## src/rtl/fsrb_defines.vh

```
// Constants for the flash status register bank: bit positions, masks,
// reset values, command codes and the write cycle count.
// Assumes it is included by bare name from the design files.
`ifndef FSRB_DEFINES_VH
`define FSRB_DEFINES_VH

// Register one fields.
`define FSRB_SR1_PROT_LO     7
`define FSRB_SR1_SEC         6
`define FSRB_SR1_TB          5
`define FSRB_SR1_BP_HI       4
`define FSRB_SR1_BP_LO       2
`define FSRB_SR1_WEL         1
`define FSRB_SR1_BUSY        0

// Register two fields.
`define FSRB_SR2_ERASE_SUS   7
`define FSRB_SR2_CMP         6
`define FSRB_SR2_LB_HI       5
`define FSRB_SR2_LB_LO       3
`define FSRB_SR2_PROG_SUS    2
`define FSRB_SR2_QE          1
`define FSRB_SR2_PROT_HI     0

// Register three fields.
`define FSRB_SR3_HOLD_RESET_PIN_SEL        7
`define FSRB_SR3_DRV_HI      6
`define FSRB_SR3_DRV_LO      5
`define FSRB_SR3_HFM         4
`define FSRB_SR3_WPS         2
`define FSRB_SR3_DC          0

// Writable masks of the stored copies.
`define FSRB_SR1_MASK        8'hfc
`define FSRB_SR2_NV_MASK     8'h7b
`define FSRB_SR2_VOL_MASK    8'h43
`define FSRB_SR2_LB_MASK     8'h38
`define FSRB_SR3_MASK        8'hf5

// Reset values.
`define FSRB_SR1_RESET       8'h00
`define FSRB_SR2_RESET       8'h00
`define FSRB_SR3_RESET       8'h10

// Register selects.
`define FSRB_SEL_ONE         2'h1
`define FSRB_SEL_TWO         2'h2
`define FSRB_SEL_THREE       2'h3

// Command codes.
`define FSRB_CMD_WREN        8'h06
`define FSRB_CMD_WREN_VOL    8'h50
`define FSRB_CMD_WRDI        8'h04
`define FSRB_CMD_WRSR1       8'h01
`define FSRB_CMD_WRSR2       8'h31
`define FSRB_CMD_WRSR3       8'h11

// Protect mode encodings.
`define FSRB_PROT_SOFT       2'h0
`define FSRB_PROT_HW         2'h1
`define FSRB_PROT_PWR        2'h2

// Non-volatile write time and its cycle count.
`define FSRB_CLK_NS          40
`define FSRB_NV_WRITE_NS     640
`define FSRB_NV_WRITE_CYC    ((`FSRB_NV_WRITE_NS + `FSRB_CLK_NS - 1) / `FSRB_CLK_NS)
`define FSRB_CNT_W           8

`endif

```

## src/rtl/fsrb_pin_sync.v

```verilog
// Three-stage synchroniser for pins entering the clk domain.
// Assumes the pins are asynchronous levels; the output moves only once
// the second and third stages agree.
module fsrb_pin_sync #(
    parameter W = 1
) (
    // Clock and reset
    input  wire         clk,
    input  wire         sys_rst,
    // Pins and clean levels
    input  wire [W-1:0] pin_in,
    output wire [W-1:0] level_out
);
    genvar i;
    generate
        for (i = 0; i < W; i = i + 1) begin : g_bit
            reg s1;
            reg s2;
            reg s3;
            reg lvl;
            always @(posedge clk or posedge sys_rst) begin
                if (sys_rst) begin
                    s1  <= 1'b1;
                    s2  <= 1'b1;
                    s3  <= 1'b1;
                    lvl <= 1'b1;
                end else begin
                    s1 <= pin_in[i];
                    s2 <= s1;
                    s3 <= s2;
                    // A lone disagreement is treated as a glitch and held off.
                    if (s2 == s3) begin
                        lvl <= s3;
                    end
                end
            end
            assign level_out[i] = lvl;
        end
    endgenerate
endmodule // fsrb_pin_sync

```

## src/rtl/fsrb_status_bank.v

```verilog
// Status and configuration register bank of a serial NOR flash.
// Assumes an upstream command decoder that delivers decoded opcodes and
// write-status data bytes as one-cycle pulses, and engines that report done.
//
// How it works
// - Protect, lock, complement and quad fields have non-volatile storage.
// - Suspend, write-enable and busy bits are read-only, set internally.
// - Write-enable latch set by 06h only; cleared when an operation ends.
// - Non-volatile write needs 06h just before, protect bits and pin permitting.
// - Volatile working copies drive protection and quad behaviour.
// - Power-up and software reset reload working copies from non-volatile.
// - After 50h a status write changes only working copies, no write cycle.
// - Volatile writes need 50h just before, protect bits and pin permitting.
// - Sector select bit picks 4-KB sectors when 1, 64-KB blocks when 0.
// - Top/bottom bit grows protection from top when 0, bottom when 1.
// - Block-protect field of all zeros gives no protection while complement and bit 2 of register three are 0; reset default.
// - No program, erase or non-volatile register write starts while write-enable is 0.
// - Busy reads 1 during an embedded operation, else 0; resets to 0.
// - Erase and program suspend flags read 1 while suspended; reset 0.
// - Complement bit selects inverted protection map when 1.
// - Three one-time lock bits write-protect security registers three to one.
// - Quad enable turns protect and hold/reset pins into data lines.
// - Register three bit 7 selects hold or reset, only with quad off.
// - Register three bit 4 selects high frequency mode; default 1.
// - Register three bit 2 selects range protection or individual locks.
// - Register three bit 0 selects dummy cycles; volatile and stored copies.
// - Protect bits pick software, pin, power-cycle or permanent lock.
// - While busy, every instruction except status read and software reset is ignored; suspend is taken only during a program or erase.
// - Status write data never changes busy, write-enable or suspend bits.
`include "fsrb_defines.vh"

module fsrb_status_bank (
    // Clock and reset
    input  wire       clk,
    input  wire       sys_rst,
    // Reload events
    input  wire       power_up_pulse,
    input  wire       soft_reset_pulse,
    // Decoded commands
    input  wire       cmd_strobe,
    input  wire [7:0] cmd_code,
    // Write status data
    input  wire       wr_strobe,
    input  wire [1:0] wr_sel,
    input  wire [7:0] wr_data,
    // Status read
    input  wire [1:0] rd_sel,
    output reg  [7:0] rd_data,
    // Embedded operation engines
    input  wire       op_start_req,
    input  wire       op_is_erase,
    input  wire       op_done,
    input  wire       suspend_req,
    input  wire       resume_req,
    output reg        op_granted,
    output reg        op_refused,
    // Write-protect pin
    input  wire       wp_pin,
    // Status and configuration outputs
    output reg        busy,
    output reg        write_enable_latch,
    output reg        erase_suspended_flag,
    output reg        program_suspended_flag,
    output reg  [7:0] vol_one,
    output reg  [7:0] vol_two,
    output reg  [7:0] vol_three,
    output reg  [2:0] secreg_lock,
    output reg        wp_fn_en,
    output reg        hold_fn_en,
    output reg        reset_fn_en,
    output reg        range_prot_none
);
    localparam [3:0] ST_IDLE = 4'b0001;
    localparam [3:0] ST_NVWR = 4'b0010;
    localparam [3:0] ST_OP   = 4'b0100;
    localparam [3:0] ST_SUSP = 4'b1000;

    localparam integer           NV_CYC_FULL = `FSRB_NV_WRITE_CYC;
    localparam [`FSRB_CNT_W-1:0] NV_CYC      = NV_CYC_FULL[`FSRB_CNT_W-1:0];

    reg  [3:0]             state;
    reg  [`FSRB_CNT_W-1:0] cnt;
    reg  [7:0]             nv_one;
    reg  [7:0]             nv_two;
    reg  [7:0]             nv_three;
    reg                    arm_nv;
    reg                    arm_vol;
    reg                    op_erase;
    reg  [1:0]             pend_sel;
    reg  [7:0]             pend_data;
    wire                   wp_level;
    wire [1:0]             prot_mode;
    wire                   locked;
    wire                   reload;

    fsrb_pin_sync #(
        .W (1)
    ) u_wp_sync (
        .clk       (clk),
        .sys_rst   (sys_rst),
        .pin_in    (wp_pin),
        .level_out (wp_level)
    );

    function [7:0] fsrb_merge;
        input [7:0] old_val;
        input [7:0] new_val;
        input [7:0] mask;
        begin
            fsrb_merge = (old_val & ~mask) | (new_val & mask);
        end
    endfunction

    // The stored protect bits gate status writes; the pin only counts with quad off.
    assign prot_mode = {nv_two[`FSRB_SR2_PROT_HI], nv_one[`FSRB_SR1_PROT_LO]};
    assign locked    = (prot_mode == `FSRB_PROT_HW) ? (~vol_two[`FSRB_SR2_QE] & ~wp_level)
                     : (prot_mode != `FSRB_PROT_SOFT);
    assign reload    = power_up_pulse | soft_reset_pulse;

    always @(posedge clk or posedge sys_rst) begin
        if (sys_rst) begin
            state                  <= ST_IDLE;
            cnt                    <= {`FSRB_CNT_W{1'b0}};
            nv_one                 <= `FSRB_SR1_RESET;
            nv_two                 <= `FSRB_SR2_RESET;
            nv_three               <= `FSRB_SR3_RESET;
            vol_one                <= `FSRB_SR1_RESET;
            vol_two                <= `FSRB_SR2_RESET;
            vol_three              <= `FSRB_SR3_RESET;
            arm_nv                 <= 1'b0;
            arm_vol                <= 1'b0;
            op_erase               <= 1'b0;
            pend_sel               <= 2'h0;
            pend_data              <= 8'h00;
            busy                   <= 1'b0;
            write_enable_latch     <= 1'b0;
            erase_suspended_flag   <= 1'b0;
            program_suspended_flag <= 1'b0;
            op_granted             <= 1'b0;
            op_refused             <= 1'b0;
        end else begin
            op_granted <= 1'b0;
            op_refused <= 1'b0;
            if (reload) begin
                // Power-cycle lock-down is released; a permanent lock stays.
                if (prot_mode == `FSRB_PROT_PWR) begin
                    nv_one[`FSRB_SR1_PROT_LO] <= 1'b0;
                    nv_two[`FSRB_SR2_PROT_HI] <= 1'b0;
                    vol_one <= nv_one & `FSRB_SR1_MASK & 8'h7f;
                    vol_two <= nv_two & `FSRB_SR2_VOL_MASK & 8'hfe;
                end else begin
                    vol_one <= nv_one & `FSRB_SR1_MASK;
                    vol_two <= nv_two & `FSRB_SR2_VOL_MASK;
                end
                vol_three              <= nv_three & `FSRB_SR3_MASK;
                state                  <= ST_IDLE;
                busy                   <= 1'b0;
                write_enable_latch     <= 1'b0;
                erase_suspended_flag   <= 1'b0;
                program_suspended_flag <= 1'b0;
                arm_nv                 <= 1'b0;
                arm_vol                <= 1'b0;
            end else begin
                case (state)
                    ST_IDLE, ST_SUSP: begin
                        if (cmd_strobe) begin
                            case (cmd_code)
                                `FSRB_CMD_WREN: begin
                                    write_enable_latch <= 1'b1;
                                    arm_nv             <= 1'b1;
                                    arm_vol            <= 1'b0;
                                end
                                `FSRB_CMD_WREN_VOL: begin
                                    arm_vol <= 1'b1;
                                    arm_nv  <= 1'b0;
                                end
                                `FSRB_CMD_WRDI: begin
                                    write_enable_latch <= 1'b0;
                                    arm_nv             <= 1'b0;
                                    arm_vol            <= 1'b0;
                                end
                                `FSRB_CMD_WRSR1, `FSRB_CMD_WRSR2, `FSRB_CMD_WRSR3: begin
                                    arm_nv  <= arm_nv;
                                    arm_vol <= arm_vol;
                                end
                                default: begin
                                    // Any other command breaks the required adjacency.
                                    arm_nv  <= 1'b0;
                                    arm_vol <= 1'b0;
                                end
                            endcase
                        end else if (wr_strobe) begin
                            arm_nv  <= 1'b0;
                            arm_vol <= 1'b0;
                            if (arm_vol && !locked) begin
                                case (wr_sel)
                                    `FSRB_SEL_ONE:
                                        vol_one <= fsrb_merge(vol_one, wr_data,
                                                              `FSRB_SR1_MASK);
                                    `FSRB_SEL_TWO:
                                        vol_two <= fsrb_merge(vol_two, wr_data,
                                                              `FSRB_SR2_VOL_MASK);
                                    `FSRB_SEL_THREE:
                                        vol_three <= fsrb_merge(vol_three, wr_data,
                                                                `FSRB_SR3_MASK);
                                    default:
                                        vol_one <= vol_one;
                                endcase
                            end else if (arm_nv && write_enable_latch && !locked) begin
                                state     <= ST_NVWR;
                                cnt       <= NV_CYC;
                                busy      <= 1'b1;
                                pend_sel  <= wr_sel;
                                pend_data <= wr_data;
                            end
                        end else if (resume_req && state == ST_SUSP) begin
                            state                  <= ST_OP;
                            busy                   <= 1'b1;
                            erase_suspended_flag   <= 1'b0;
                            program_suspended_flag <= 1'b0;
                        end else if (op_start_req) begin
                            if (write_enable_latch) begin
                                state      <= ST_OP;
                                busy       <= 1'b1;
                                op_erase   <= op_is_erase;
                                op_granted <= 1'b1;
                            end else begin
                                op_refused <= 1'b1;
                            end
                        end
                    end
                    ST_NVWR: begin
                        // Commands and data are dropped here; status reads and reload pulses still proceed.
                        cnt <= cnt - 1'b1;
                        if (cnt == 1) begin
                            state              <= ST_IDLE;
                            busy               <= 1'b0;
                            write_enable_latch <= 1'b0;
                            case (pend_sel)
                                `FSRB_SEL_ONE: begin
                                    nv_one  <= fsrb_merge(nv_one, pend_data,
                                                          `FSRB_SR1_MASK);
                                    vol_one <= fsrb_merge(vol_one, pend_data,
                                                          `FSRB_SR1_MASK);
                                end
                                `FSRB_SEL_TWO: begin
                                    // Lock bits can only be set, never cleared.
                                    nv_two  <= fsrb_merge(nv_two, pend_data,
                                                          `FSRB_SR2_VOL_MASK)
                                             | (pend_data & `FSRB_SR2_LB_MASK);
                                    vol_two <= fsrb_merge(vol_two, pend_data,
                                                          `FSRB_SR2_VOL_MASK);
                                end
                                `FSRB_SEL_THREE: begin
                                    nv_three  <= fsrb_merge(nv_three, pend_data,
                                                            `FSRB_SR3_MASK);
                                    vol_three <= fsrb_merge(vol_three, pend_data,
                                                            `FSRB_SR3_MASK);
                                end
                                default:
                                    nv_one <= nv_one;
                            endcase
                        end
                    end
                    ST_OP: begin
                        if (op_done) begin
                            state              <= ST_IDLE;
                            busy               <= 1'b0;
                            write_enable_latch <= 1'b0;
                        end else if (suspend_req) begin
                            state                  <= ST_SUSP;
                            busy                   <= 1'b0;
                            erase_suspended_flag   <= op_erase;
                            program_suspended_flag <= ~op_erase;
                        end
                    end
                    default: begin
                        state <= ST_IDLE;
                        busy  <= 1'b0;
                    end
                endcase
            end
        end
    end

    // Readback and pin functions; reserved bits of register three read zero.
    always @(posedge clk or posedge sys_rst) begin
        if (sys_rst) begin
            rd_data         <= 8'h00;
            secreg_lock     <= 3'h0;
            wp_fn_en        <= 1'b1;
            hold_fn_en      <= 1'b1;
            reset_fn_en     <= 1'b0;
            range_prot_none <= 1'b1;
        end else begin
            case (rd_sel)
                `FSRB_SEL_ONE:
                    rd_data <= {vol_one[7:2], write_enable_latch, busy};
                `FSRB_SEL_TWO:
                    rd_data <= {erase_suspended_flag, vol_two[6], nv_two[5:3],
                                program_suspended_flag, vol_two[1:0]};
                `FSRB_SEL_THREE:
                    rd_data <= vol_three & `FSRB_SR3_MASK;
                default:
                    rd_data <= 8'h00;
            endcase
            secreg_lock     <= nv_two[`FSRB_SR2_LB_HI:`FSRB_SR2_LB_LO];
            wp_fn_en        <= ~vol_two[`FSRB_SR2_QE];
            hold_fn_en      <= ~vol_two[`FSRB_SR2_QE] & ~vol_three[`FSRB_SR3_HOLD_RESET_PIN_SEL];
            reset_fn_en     <= ~vol_two[`FSRB_SR2_QE] & vol_three[`FSRB_SR3_HOLD_RESET_PIN_SEL];
            range_prot_none <= ~vol_three[`FSRB_SR3_WPS] & ~vol_two[`FSRB_SR2_CMP]
                             & (vol_one[`FSRB_SR1_BP_HI:`FSRB_SR1_BP_LO] == 3'h0);
        end
    end
    // Sector, top/bottom, complement, frequency and dummy fields leave on
    // vol_one, vol_two and vol_three for the protection map and read logic.
endmodule // fsrb_status_bank

```

## config.mk

```make
export PLATFORM = sky130hd
export DESIGN_NAME = fsrb_status_bank
export DESIGN_NICKNAME = d
export VERILOG_FILES = /design/src/rtl/fsrb_pin_sync.v /design/src/rtl/fsrb_status_bank.v
export VERILOG_INCLUDE_DIRS = /design/src /design/src/rtl
export SDC_FILE = /design/constraint.sdc
export NUM_CORES = 1
export LEC_CHECK = 0
export BUFFER_PORTS_ARGS = -buffer_cell sky130_fd_sc_hd__buf_2
export CAP_MARGIN = 25
export CORE_ASPECT_RATIO = 0.5
export CORE_MARGIN = 8
export CORE_UTILIZATION = 40
export DETAILED_ROUTE_END_ITERATION = 8
export PLACE_DENSITY_LB_ADDON = 0.1
export SYNTH_ARGS = -nofsm -noshare
export SYNTH_HDL_FRONTEND = slang
export SYNTH_SLANG_ARGS = --single-unit
```

## constraint.sdc

```tcl
create_clock -name clk -period 7.8 [get_ports clk]
set_clock_uncertainty 0.15 [all_clocks]
set_input_delay 1.17 -clock clk [delete_from_list [all_inputs] [get_ports clk]]
set_output_delay 1.17 -clock clk [all_outputs]
set_load 0.02 [all_outputs]
```

==> flow_metrics.env <==
export IMPL_pre_cts_ws_ns=4.45
export IMPL_clockPowerShare_pct=37.0
export IMPL_clockBufferDepth=2
export IMPL_cp_data_required_time_ns=7.87
export IMPL_io_buffers=67
export IMPL_hold_buffers=0
export IMPL_yosys_warnings=0
export IMPL_finalHoldViolCount=0
export IMPL_dp_hpwl_um=7360
export IMPL_synth_ff_type="dfrtp_1"
export IMPL_hold_path_startpoint="u_wp_sync.g_bit[0].s1"
export IMPL_clock_latency_ns=0.34
export IMPL_synth_async_reset_ratio_pct=100
export IMPL_grt_pass1_wl_um=16000
export IMPL_grt_setup_unrepaired="no"
export IMPL_cts_buffers=9
export IMPL_vias_per_cell=5.34
export IMPL_synthesis_area_sq_mm=0.00400
export IMPL_grt_usage_pct=15.1
export IMPL_cts_repair_resize_count=0
export IMPL_diodes=0
export IMPL_swShare_pct=29.1
export IMPL_io_pins=77
export IMPL_rr_startpoint="state[3]"
export IMPL_reg2reg_depth=5
export IMPL_gp_congestion=0.872
export IMPL_final_cell_mix="dfrtp_1, buf_2, mux2_2"
export IMPL_maxCapViolCount=0
export IMPL_end_kind="register"
export IMPL_fin_tns_setup_ns=0
export IMPL_avgSynthCellArea_sq_um=10.9
export IMPL_synth_distinct_cells=58
export IMPL_final_common_cell="dfrtp_1"
export IMPL_setup_ws_ns=4.76
export IMPL_period_share_pct=38.9
export IMPL_area_growth_synth_to_final_pct=18.9
export IMPL_total_power_uw=1110
export IMPL_grt_pass1_vias=3044
export IMPL_cts_root_buf="clkbuf_16"
export IMPL_firstDrtPassIters=4
export IMPL_dieWidth_um=157
export IMPL_maxSlewViolCount=0
export IMPL_synth_edf_count=0
export IMPL_min_path_cells=0
export IMPL_tritoncts="done"
export IMPL_max_clock_freq_mhz=329
export IMPL_setup_violations=0
export IMPL_layout_drive_gt1_share_pct=33.7
export IMPL_ys_seq_area_share_pct=52.3
export IMPL_irDropWorstVdd_mv=0.108
export IMPL_die_h_um=86.7
export IMPL_final_cells=574
export IMPL_fin_util_pct=49.6
export IMPL_post_drt_wl_per_cell_um=17.5
export IMPL_worst_hold_path_type="reg -> reg"
export IMPL_wirelength_um=10100
export IMPL_powerDensity_mw_per_mm2=234
export IMPL_worst_slew_pin_slew_ns=0.769
export IMPL_core_area_sq_mm=0.00957
export IMPL_cp_arrival_ns=3.11
export IMPL_vias=3064
export IMPL_relSlewSlack_pct=48.0
export IMPL_cts_setup_buffers=0
export IMPL_worst_hold_path_endpoint="u_wp_sync.g_bit[0].s2"
export IMPL_grt_max_degree=84
export IMPL_crit_type="in -> reg"
export IMPL_syn_inst=365
export IMPL_start_util_pct=41.8
export IMPL_ant_nets=0
export IMPL_power_frac_comb_pct=17.3
export IMPL_path_max_fanout=6
export IMPL_grt_overflow=0
export IMPL_outcome="finished clean"
export IMPL_dpl_cell_count=557
export IMPL_fin_nets=468
export IMPL_r2r_end="nv_two[6]"
export IMPL_drc=0
export IMPL_seq_power_share_pct=45.7
export IMPL_reg2reg_setup_slack_ns=4.89
export IMPL_cts_sinks=83
export IMPL_clk_pin_slew_ns=0.06
export IMPL_fin_crit_ns=3.04
export IMPL_antenna_found_initial=0
export IMPL_intPower_uw=786
export IMPL_dieArea_sq_mm=0.0136
export IMPL_start_kind="input pin"
export IMPL_p_sw_uw=323
export IMPL_ys_ff_latch=83
export IMPL_first_iter_violations=235
export IMPL_htreeDepth=3
export IMPL_rows=25
export IMPL_p_leak_uw=0.00233
-- layout make-up --
cell class | count | area (sq um)
sequential | 83 | 2090
multi-input combinational | 249 | 1740
timing repair buffer | 72 | 393
fill | 901 | 4820
tap | 135 | 169
inverter | 19 | 72.6
clock inverter | 3 | 21.3
clock buffer | 13 | 270
-- synth_stat cells (2+ instances only) --
| master | instances | area (sq um) |
|---|---|---|
| nor2b_1 | 9 | 56.3 |
| or2_2 | 2 | 12.5 |
| ha_1 | 2 | 25.0 |
| nor3b_2 | 2 | 25.0 |
| nand3_1 | 8 | 40.0 |
| nor3b_1 | 4 | 30.0 |
| a21oi_1 | 6 | 30.0 |
| or3_1 | 2 | 12.5 |
| mux2_2 | 36 | 405 |
| a21o_1 | 7 | 52.6 |
| and2_1 | 3 | 18.8 |
| o22a_1 | 3 | 26.3 |
| dfrtp_1 | 73 | 1830 |
| buf_4 | 11 | 82.6 |
| o21ai_0 | 30 | 150 |
| nor4_1 | 6 | 37.5 |
| dfstp_2 | 10 | 263 |
| inv_1 | 19 | 71.3 |
| nor2_1 | 19 | 71.3 |
| nor4b_1 | 2 | 17.5 |
| clkbuf_1 | 6 | 22.5 |
| mux2i_1 | 12 | 120 |
| nand2_1 | 33 | 124 |
| nand4_1 | 2 | 12.5 |
| o2bb2ai_1 | 2 | 17.5 |
| and3_1 | 2 | 12.5 |
| a31oi_1 | 3 | 18.8 |
| buf_2 | 5 | 25.0 |
| a22o_1 | 8 | 70.1 |
| nor3_1 | 10 | 50.1 |
-- state kept, by name (all words and copies together) (netlist names), 2 cells and up --
| name | cells |
|---|---|
| cnt | 8 |
| pend_data | 8 |
| rd_data | 8 |
| nv_one | 6 |
| nv_three | 6 |
| nv_two | 6 |
| vol_one | 6 |
| vol_three | 6 |
| state | 4 |
| secreg_lock | 3 |
| vol_two | 3 |
| pend_sel | 2 |
-- worst max-delay path, cell delays in order --
cell      delay (ns)
buf_2           0.11
nor4_1          0.59
nand2_1         0.32
o221ai_2        0.51
mux2_2          0.40
-- routing by layer --
| metal | part of all wire [%] | global-route usage, % |
|---|---|---|
| met5 | 0 | 0 |
| met3 | 7.2 | 4.86 |
| met1 | 46 | 19.6 |
| met2 | 46 | 23.6 |
| met4 | 1.4 | 4.55 |
-- power groups by stage --
stage	sequential (uW)	clock, uW	combinational [uW]
global route	512	440	210
CTS	507	421	193
detailed placement	514	0	193
global placement	513	0	190
finish	507	410	192
floorplan	528	0	113
-- worst max-delay path by stage --
| stage | from | endpoint | slack, ns | depth (start not counted) |
|---|---|---|---|---|
| after detailed placement | soft_reset_pulse | vol_one[7] | 4.45 | 5 |
| after floorplan | sys_rst | arm_nv | 4.36 | 1 |
| after global placement | soft_reset_pulse | vol_one[3] | 4.54 | 5 |
| after global routing | soft_reset_pulse | vol_one[7] | 4.58 | 5 |
| after CTS | soft_reset_pulse | vol_one[7] | 4.80 | 5 |
| final | soft_reset_pulse | vol_one[7] | 4.76 | 5 |
-- through the flow --
step                      hold slack [ns]  area [sq um]
after CTS                           0.219          4720
after global routing                0.218          4750
after detailed placement            0.209          4430
after floorplan                     0.195          4030
after global placement              0.196          4430
final                               0.216          4750
-- cells by family after synthesis --
family,count (synthesis),share of synthesized area [%]
and+or+nand+nor,116,16.1
DFF,83,52.3
AOI/OAI and AO/OA,70,11.6
muxes,48,13.1
buffers and inverters,41,5.04
adders and majority gates,3,0.877
xor gates and xnor gates,3,0.846
other,1,0.0938
Note: power is estimated with default switching activity, not from simulation.
